**src/hdl/svi_cfg.svh**
```systemverilog
// Constants of the serial voltage-identification slave
`ifndef SVI_CFG_SVH
`define SVI_CFG_SVH

`define SVI_ADDR_FIXED_MSB   6
`define SVI_ADDR_FIXED_LSB   4
`define SVI_ADDR_FIXED_VALUE 3'h6
`define SVI_ADDR_RESERVED    3
`define SVI_SEL_CORE_B       2
`define SVI_SEL_CORE_A       1
`define SVI_SEL_NB           0
`define SVI_RW_BIT           0
`define SVI_RW_WRITE         1'h0
`define SVI_HINT_BIT         7
`define SVI_CODE_MSB         6
`define SVI_BYTE_BITS        4'h8
`define SVI_OFF_CODE         7'h7C
`define SVI_CODE0_MICROVOLT  1550000
`define SVI_CODE_RESET       7'h7F
`define SVI_HINT_RESET       1'h1
`define SVI_LINE_IDLE        1'h1
`define SVI_OK_RESET         1'h0

`endif

```
**src/hdl/svi_pkg.sv**
```systemverilog
// Types of the serial voltage-identification slave
package svi_pkg;

    typedef enum logic [2:0] {
        ST_IDLE,
        ST_ADDR,
        ST_ADDR_ACK,
        ST_DATA,
        ST_DATA_ACK,
        ST_WAIT_STOP,
        ST_IGNORE
    } link_state_type;

endpackage

```
**src/hdl/svi_link_sync.sv**
```systemverilog
// Two-flop synchroniser for asynchronous inputs
`timescale 1ns/10ps
`default_nettype none

module svi_link_sync #(
    parameter int              WIDTH       = 10,
    parameter logic [WIDTH-1:0] RESET_VALUE = '0
) (
    input  wire logic             sys_clk,
    input  wire logic             rst_sync_n,
    input  wire logic             clk_en,
    input  wire logic [WIDTH-1:0] async_in,
    output var  logic [WIDTH-1:0] sync_out
);

    logic [WIDTH-1:0] meta_reg;

    always_ff @(posedge sys_clk or negedge rst_sync_n) begin
        if (!rst_sync_n) begin
            meta_reg <= RESET_VALUE;
            sync_out <= RESET_VALUE;
        end else if (clk_en) begin
            meta_reg <= async_in;
            sync_out <= meta_reg;
        end
    end

endmodule // svi_link_sync

`default_nettype wire

```
**src/hdl/svi_plane_targets.sv**
```systemverilog
// Per-plane voltage target registers with off decode
`timescale 1ns/10ps
`default_nettype none
`include "svi_cfg.svh"

module svi_plane_targets #(
    parameter int PLANES = 3
) (
    input  wire logic                sys_clk,
    input  wire logic                rst_sync_n,
    input  wire logic                clk_en,
    input  wire logic [PLANES-1:0]   load,
    input  wire logic [6:0]          code,
    input  wire logic                boot_load,
    input  wire logic [6:0]          boot_code,
    output var  logic [PLANES*7-1:0] plane_code,
    output var  logic [PLANES-1:0]   plane_off
);

    genvar g;
    generate
        for (g = 0; g < PLANES; g++) begin : g_plane
            wire logic [6:0] code_next;
            assign code_next = boot_load ? boot_code : code;  // RULE19
            always_ff @(posedge sys_clk or negedge rst_sync_n) begin
                if (!rst_sync_n) begin
                    plane_code[g*7 +: 7] <= `SVI_CODE_RESET;
                    plane_off[g]         <= 1'h1;
                end else if (clk_en && (boot_load || load[g])) begin
                    plane_code[g*7 +: 7] <= code_next;
                    plane_off[g]         <= (code_next >= `SVI_OFF_CODE);  // RULE20
                end
            end
        end
    endgenerate
endmodule // svi_plane_targets

`default_nettype wire

```
**src/hdl/serial_voltage_id_slave.sv**
```systemverilog
// Serial voltage-identification send-byte slave
// Summary of operation
// RULE1: Transactions are start, address, data, stop only
// RULE2: Master sends this regulator's address after start
// RULE3: Address bits 6:4 must equal 110b
// RULE4: Address bit 3 reserved, selects nothing
// RULE5: Bit 2 selects second core plane
// RULE6: Bit 1 selects first core plane
// RULE7: Bit 0 selects northbridge; several allowed
// RULE8: Write bit follows the seven address bits
// RULE9: Acknowledge address only when it is valid
// RULE10: Data byte is hint then seven code bits
// RULE11: Data bit 7 is active-low power-saving hint
// RULE12: Data bits 6:0 are the voltage code
// RULE13: Acknowledge a complete valid data byte
// RULE14: Master ends transaction with stop after data
// RULE15: New targets applied only after stop seen
// RULE16: Start-up regulates to pin-strapped boot code
// RULE17: Commands drive power saving, targets, shutdown
// RULE18: Watch serial lines only while power-ok high
// RULE19: Power-ok low: ignore lines, restore boot code
// RULE20: Decode planes and code; 7Ch upward is off
// RULE21: Invalid bytes: no acknowledge, nothing changes
`timescale 1ns/10ps
`default_nettype none
`include "svi_cfg.svh"

module serial_voltage_id_slave
    import svi_pkg::*;
(
    input  wire logic       sys_clk,
    input  wire logic       rst_n,
    input  wire logic       clk_en,
    input  wire logic       cpu_power_ok,
    input  wire logic [6:0] boot_code_pins,
    input  wire logic       serial_link_clock,
    input  wire logic       serial_link_data_in,
    output var  logic       serial_link_data_out,
    output var  logic       serial_link_data_oe,
    output var  logic [6:0] core_plane_a_code,
    output var  logic       core_plane_a_off,
    output var  logic [6:0] core_plane_b_code,
    output var  logic       core_plane_b_off,
    output var  logic [6:0] northbridge_plane_code,
    output var  logic       northbridge_plane_off,
    output var  logic       power_saving_hint_n,
    output var  logic       target_update
);

    // Reset release through two flops
    logic rst_meta_reg;
    logic rst_sync_n;

    always_ff @(posedge sys_clk or negedge rst_n) begin
        if (!rst_n) begin
            rst_meta_reg <= 1'h0;
            rst_sync_n   <= 1'h0;
        end else begin
            rst_meta_reg <= 1'h1;
            rst_sync_n   <= rst_meta_reg;
        end
    end

    // Input synchronisers: {boot pins, power-ok, data, clock}
    wire logic [9:0] async_in;
    wire logic [9:0] sync_in;

    assign async_in = {boot_code_pins, cpu_power_ok, serial_link_data_in, serial_link_clock};

    svi_link_sync #(
        .WIDTH       (10),
        .RESET_VALUE ({`SVI_CODE_RESET, `SVI_OK_RESET, `SVI_LINE_IDLE, `SVI_LINE_IDLE})
    ) u_sync (
        .sys_clk    (sys_clk),
        .rst_sync_n (rst_sync_n),
        .clk_en     (clk_en),
        .async_in   (async_in),
        .sync_out   (sync_in)
    );

    wire logic       scl_s;
    wire logic       sda_s;
    wire logic       ok_s;
    wire logic [6:0] boot_s;

    assign scl_s  = sync_in[0];
    assign sda_s  = sync_in[1];
    assign ok_s   = sync_in[2];
    assign boot_s = sync_in[9:3];

    // Line edge and condition detection
    logic scl_prev_reg;
    logic sda_prev_reg;

    always_ff @(posedge sys_clk or negedge rst_sync_n) begin
        if (!rst_sync_n) begin
            scl_prev_reg <= `SVI_LINE_IDLE;
            sda_prev_reg <= `SVI_LINE_IDLE;
        end else if (clk_en) begin
            scl_prev_reg <= scl_s;
            sda_prev_reg <= sda_s;
        end
    end

    wire logic scl_rise;
    wire logic scl_fall;
    wire logic start_det;
    wire logic stop_det;

    assign scl_rise  = scl_s & ~scl_prev_reg;
    assign scl_fall  = ~scl_s & scl_prev_reg;
    assign start_det = ok_s & scl_s & scl_prev_reg & sda_prev_reg & ~sda_s;  // RULE18
    assign stop_det  = ok_s & scl_s & scl_prev_reg & ~sda_prev_reg & sda_s;  // RULE18

    // Boot code sampled up to the first power-ok, then held
    logic       boot_taken_reg;
    logic [6:0] boot_reg;

    always_ff @(posedge sys_clk or negedge rst_sync_n) begin
        if (!rst_sync_n) begin
            boot_taken_reg <= 1'h0;
            boot_reg       <= `SVI_CODE_RESET;
        end else if (clk_en && !boot_taken_reg) begin
            boot_reg       <= boot_s;  // RULE16
            boot_taken_reg <= ok_s;
        end
    end

    // Transaction state
    link_state_type state_reg;
    link_state_type state_next;
    logic [3:0]     count_reg;
    logic [3:0]     count_next;
    logic [7:0]     shift_reg;
    logic [7:0]     shift_next;
    logic [2:0]     planes_reg;
    logic [2:0]     planes_next;
    logic [7:0]     pend_reg;
    logic [7:0]     pend_next;
    logic           pend_valid_reg;
    logic           pend_valid_next;
    logic           oe_next;
    logic           commit_next;

    wire logic byte_done;
    wire logic addr_ok;
    wire logic [2:0] addr_planes;

    assign byte_done   = scl_fall && (count_reg == `SVI_BYTE_BITS);
    assign addr_ok     = (shift_reg[`SVI_ADDR_FIXED_MSB+1:`SVI_ADDR_FIXED_LSB+1]
                          == `SVI_ADDR_FIXED_VALUE)                        // RULE3
                         && (shift_reg[`SVI_RW_BIT] == `SVI_RW_WRITE);     // RULE8
    // Bit 3 of the address (shift bit 4) deliberately takes no part here
    assign addr_planes = {shift_reg[`SVI_SEL_CORE_B+1],                    // RULE5
                          shift_reg[`SVI_SEL_CORE_A+1],                    // RULE6
                          shift_reg[`SVI_SEL_NB+1]};                       // RULE7 RULE4

    always_comb begin
        state_next      = state_reg;
        count_next      = count_reg;
        shift_next      = shift_reg;
        planes_next     = planes_reg;
        pend_next       = pend_reg;
        pend_valid_next = pend_valid_reg;
        oe_next         = serial_link_data_oe;
        commit_next     = 1'h0;
        if (!ok_s) begin
            state_next      = ST_IDLE;  // RULE19
            oe_next         = 1'h0;
            pend_valid_next = 1'h0;
        end else if (start_det) begin
            state_next      = ST_ADDR;  // RULE2
            count_next      = 4'h0;
            oe_next         = 1'h0;
            pend_valid_next = 1'h0;
        end else if (stop_det) begin
            state_next      = ST_IDLE;
            oe_next         = 1'h0;
            commit_next     = pend_valid_reg && (state_reg == ST_WAIT_STOP);  // RULE15 RULE14
            pend_valid_next = 1'h0;
        end else begin
            unique case (state_reg)
                ST_IDLE, ST_IGNORE: begin
                    oe_next = 1'h0;
                end
                ST_ADDR, ST_DATA: begin
                    if (scl_rise && count_reg < `SVI_BYTE_BITS) begin
                        shift_next = {shift_reg[6:0], sda_s};
                        count_next = count_reg + 4'h1;
                    end
                    if (byte_done && state_reg == ST_ADDR) begin
                        if (addr_ok) begin
                            state_next  = ST_ADDR_ACK;
                            oe_next     = 1'h1;  // RULE9
                            planes_next = addr_planes;
                        end else begin
                            state_next = ST_IGNORE;  // RULE21
                        end
                    end else if (byte_done) begin
                        state_next = ST_DATA_ACK;
                        oe_next    = 1'h1;  // RULE13
                        pend_next  = shift_reg;  // RULE10
                    end
                end
                ST_ADDR_ACK: begin
                    if (scl_fall) begin
                        state_next = ST_DATA;
                        oe_next    = 1'h0;
                        count_next = 4'h0;
                    end
                end
                ST_DATA_ACK: begin
                    if (scl_fall) begin
                        state_next      = ST_WAIT_STOP;
                        oe_next         = 1'h0;
                        pend_valid_next = 1'h1;
                    end
                end
                ST_WAIT_STOP: begin
                    // The stop needs one clock rise; a further fall means more bits
                    if (scl_fall) begin
                        state_next      = ST_IGNORE;  // RULE1 RULE21
                        pend_valid_next = 1'h0;
                    end
                end
            endcase
        end
    end

    always_ff @(posedge sys_clk or negedge rst_sync_n) begin
        if (!rst_sync_n) begin
            state_reg           <= ST_IDLE;
            count_reg           <= 4'h0;
            shift_reg           <= 8'h00;
            planes_reg          <= 3'h0;
            pend_reg            <= 8'hFF;
            pend_valid_reg      <= 1'h0;
            serial_link_data_oe <= 1'h0;
            target_update       <= 1'h0;
        end else if (clk_en) begin
            state_reg           <= state_next;
            count_reg           <= count_next;
            shift_reg           <= shift_next;
            planes_reg          <= planes_next;
            pend_reg            <= pend_next;
            pend_valid_reg      <= pend_valid_next;
            serial_link_data_oe <= oe_next;
            target_update       <= commit_next;
        end
    end

    // Acknowledge only ever pulls the line low
    always_ff @(posedge sys_clk or negedge rst_sync_n) begin
        if (!rst_sync_n) begin
            serial_link_data_out <= 1'h0;
        end else if (clk_en) begin
            serial_link_data_out <= 1'h0;
        end
    end

    // Power-saving hint follows committed commands only
    always_ff @(posedge sys_clk or negedge rst_sync_n) begin
        if (!rst_sync_n) begin
            power_saving_hint_n <= `SVI_HINT_RESET;
        end else if (clk_en && target_update) begin
            power_saving_hint_n <= pend_reg[`SVI_HINT_BIT];  // RULE11 RULE17
        end
    end

    // Plane targets: index 0 northbridge, 1 core a, 2 core b
    wire logic [2:0]  plane_load;
    wire logic [20:0] plane_code;
    wire logic [2:0]  plane_off;

    assign plane_load = planes_reg & {3{target_update}};  // RULE15 RULE17

    svi_plane_targets #(
        .PLANES (3)
    ) u_targets (
        .sys_clk    (sys_clk),
        .rst_sync_n (rst_sync_n),
        .clk_en     (clk_en),
        .load       (plane_load),
        .code       (pend_reg[`SVI_CODE_MSB:0]),  // RULE12
        .boot_load  (!ok_s),  // RULE16 RULE19
        .boot_code  (boot_reg),
        .plane_code (plane_code),
        .plane_off  (plane_off)
    );

    assign northbridge_plane_code = plane_code[6:0];
    assign core_plane_a_code      = plane_code[13:7];
    assign core_plane_b_code      = plane_code[20:14];
    assign northbridge_plane_off  = plane_off[0];
    assign core_plane_a_off       = plane_off[1];
    assign core_plane_b_off       = plane_off[2];
endmodule // serial_voltage_id_slave

`default_nettype wire

```
**config.mk**
```make
export PLATFORM = sky130hd
export DESIGN_NAME = serial_voltage_id_slave
export DESIGN_NICKNAME = d
export VERILOG_FILES = /design/src/hdl/svi_pkg.sv /design/src/hdl/svi_link_sync.sv /design/src/hdl/svi_plane_targets.sv /design/src/hdl/serial_voltage_id_slave.sv
export VERILOG_INCLUDE_DIRS = /design/src /design/src/hdl
export SDC_FILE = /design/constraint.sdc
export NUM_CORES = 1
export LEC_CHECK = 0
export ABC_CLOCK_PERIOD_IN_PS = 3900
export BUFFER_PORTS_ARGS = -buffer_cell sky130_fd_sc_hd__buf_2
export CORE_ASPECT_RATIO = 1.1
export CORE_UTILIZATION = 40
export DETAILED_ROUTE_END_ITERATION = 6
export PLACE_DENSITY = 0.67
export SYNTH_ARGS = -nofsm -noshare
export SYNTH_HDL_FRONTEND = slang
export SYNTH_SLANG_ARGS = --single-unit
```
**constraint.sdc**
```tcl
create_clock -name sys_clk -period 3.9 [get_ports sys_clk]
set_clock_uncertainty 0.05 [all_clocks]
set_input_delay 0.39 -clock sys_clk [delete_from_list [all_inputs] [get_ports sys_clk]]
set_output_delay 0.39 -clock sys_clk [all_outputs]
set_load 0.05 [all_outputs]
```
==> results_dict.tcl <==
set metrics [dict create \
    post_cts_resize_count 0 \
    cp_slowest_stage_delay_ns 0.77 \
    antenna_cells 0 \
    die_height_um 104 \
    maxCapViolations 0 \
    root_buffer "clkbuf_8" \
    area_delta_synth_final_pct 13.2 \
    met3_length_um 292 \
    drcViolationCount 0 \
    synth_edf_count 0 \
    setup_viol 0 \
    timing.final.crit_period_ns 2.33 \
    async_flop_share 1.00 \
    rsz0062_at_grt "no" \
    syn_nets 315 \
    antenna_found_initial 0 \
    holdPathEnd "u_sync.meta_reg[7]$_DFFE_PN1P_" \
    cts.sinks 86 \
    num_io_pins 41 \
    max_slew.worst_pin.slew_ns 1.06 \
    p_per_area_nw_per_um2 612 \
    path_cells "nand2_1 > nor4bb_1 > buf_4 > mux2_2" \
    cp-start-kind "flip-flop" \
    r2r_start "u_sync.sync_out[2]$_DFFE_PN0P_" \
    p_total_mw 2.63 \
    place.gp.congestion 0.866 \
    final.setup.tns_ns 0 \
    dieArea_um2 9900 \
    timing.rr.end "shift_reg[5]$_DFFE_PN0P_" \
    avgSynthCellArea_um2 12.7 \
    start_util 0.420 \
    detailedRoute.firstPassIterationCount 4 \
    numCtsBuffers 9 \
    worstRegToRegCells 4 \
    arrival_ns 2.52 \
    io_buffers 39 \
    top_layer "met4" \
    postRouteWirelength_um 6970 \
    synthCells 300 \
    wl_met1_um 3250 \
    critPathCaptureType "flip-flop" \
    critPathMaxFanout 17 \
    grt_first_pass_wirelength_um 12200 \
    fmax_mhz 428 \
    whs_ns 0.222 \
    nets 351 \
    cts_max_level 3 \
    die_w_um 95.0 \
    ys.flop_type "dfstp_2" \
    wire_per_inst_um 15.3 \
    criticalPathCategory "flip-flop to flip-flop" \
    outcome "complete, no violations" \
    slew-limit-headroom 0.293 \
    ys_seq_elements 86 \
    hp-class "input pin to flip-flop" \
    viasPerCell 5.19 \
    clk_pin_slew_ns 0.08 \
    num_vias 2362 \
    clockBufferDepth 2 \
    fin_crit_sh 0.598 \
    hpwl_um 4800 \
    grt_pass1_vias 2449 \
    hold_viol 0 \
    fin_util 0.475 \
    reg2reg_slack_ns 1.57 \
    syn-cell-area_um2 3800 \
    wl_met2_um 3280 \
    slowest_stage "dfrtp_1" \
    cts_tree "done" \
    insertion_delay_ns 0.34 \
    grt_start_max_net_pins 85 \
    core.rowCount 36 \
    min_path_cells 2 \
    gr-total-overflow 0 \
    drt-initial-drc-count 119 \
    drive_above_1_share 0.519 \
    power.leakage_nw 1.82 \
    crit_required_ns 4.08 \
    core_area_um2 9050 \
    min_from "boot_code_pins[4]" \
    slew_violations 0 \
    postCtsSetupRepairBufs 0 \
    track_usage 0.158 \
    synth_cell_types 53 \
    ir_worst_vdd_mv 0.297 \
    largest_reg_flops 21 \
    detail-route-antenna-nets 0 \
    yosysSeqAreaShare 0.586 \
    synth_warnings 0 \
]
## final cells by class
type | instances | area, um2
Fill cell | 821 | 4750
Inverter | 8 | 30.0
Tap cell | 114 | 143
Timing Repair Buffer | 44 | 235
Clock inverter | 6 | 91.3
Multi-Input combinational cell | 187 | 1450
Sequential cell | 86 | 2230
Clock buffer | 10 | 128
## where the power goes
part	switching (mW)	total (mW)	internal (mW)
logic	0.458	0.672	0.215
registers	0.132	1.27	1.14
clock network	0.322	0.689	0.367
total	0.911	2.63	1.72
## cells in the mapped netlist, drive strengths merged (2+ instances only)
library cell   n  area [um2]
a211o          2        18.8
o21ai         11        55.1
dfrtp         26         651
clkbuf         5        18.8
ha             2        25.0
nor4bb         3        30.0
nand4bb        2        22.5
mux2          52         586
nand2b         3        18.8
a21boi         3        22.5
nand3          2        10.0
nand2         11        41.3
and3           2        12.5
dfstp         60        1580
a21oi         23         115
mux2i          7        70.1
xnor2          2        17.5
o21a           2        15.0
nand3b         3        22.5
inv            8        30.0
nor2          23        86.3
or2            2        12.5
nand4          2        12.5
nor2b          5        31.3
buf           14        81.3
a21o           2        15.0
conb           2        7.51
## worst max-delay path, delay by kind of cell, from the launching register on
kind | cells | cell delay (ns)
buffers and inverters | 1 | 0.26
flip-flops | 1 | 0.77
multiplexers | 1 | 0.33
AND/OR/NAND/NOR | 2 | 0.80
## how the worst max path moves through the flow
stage | start | endpoint | depth (start not counted) | slack, ns
after floorplan | rst_sync_n$_DFF_PN0_ | boot_taken_reg$_DFFE_PN0P_ | 0 | 1.38
after global placement | clk_en | u_targets.plane_off[2]$_DFFE_PN1P_ | 4 | 1.56
after detailed placement | u_sync.sync_out[2]$_DFFE_PN0P_ | shift_reg[5]$_DFFE_PN0P_ | 4 | 1.55
after CTS | u_sync.sync_out[2]$_DFFE_PN0P_ | shift_reg[5]$_DFFE_PN0P_ | 4 | 1.52
after global routing | u_sync.sync_out[2]$_DFFE_PN0P_ | shift_reg[0]$_DFFE_PN0P_ | 4 | 1.26
final | u_sync.sync_out[2]$_DFFE_PN0P_ | shift_reg[5]$_DFFE_PN0P_ | 4 | 1.57
## layer usage
metal  global-route usage  up-vias
met3               0.0314       13
li1                     -     1128
met1                0.220     1168
met2                0.230       53
met5                    0        -
met4               0.0855        0
## logic make-up after synthesis
family          synth area share
buf+inv                   0.0342
flops                      0.586
mux                        0.172
other cells              0.00198
compound gates            0.0935
fa+ha+maj                0.00658
xor+xnor                 0.00461
simple gates               0.101
## per-stage QoR
step,instance area (um2),setup WS (ns),instances
6_report,4300,1.57,455
5_1_grt,4300,1.26,455
4_1_cts,4300,1.52,455
3_5_place_dp,4070,1.55,438
3_3_place_gp,4070,1.56,438
2_1_floorplan,3800,1.38,300
## cells in the final DEF, fill, tap and decap left out, types with 2 or more instances in the layout
cell and n:
a21boi_1 3, ha_1 2, clkbuf_8 9, xnor2_1 2
mux2_2 52, dfrtp_1 25, dfstp_2 60, a21o_1 2
buf_2 39, nand2_1 11, o21a_1 2, nor2b_1 5
o21ai_0 11, mux2i_1 7, buf_4 4, inv_1 8
nor2_1 23, nand4bb_1 2, conb_1 2, nand3b_1 3
and3_1 2, nand4_1 2, bufinv_16 2, nor4bb_1 3
nand3_1 2, a21oi_1 23, nand2b_1 3
## repair_timing
| item | 4_1_cts | 5_1_grt |
|---|---|---|
| hold endpoints to repair | 2 | 0 |
| setup endpoints to repair | 0 | 0 |
| hold buffers | 1 | 0 |
Power figures use the tool's default switching activity.
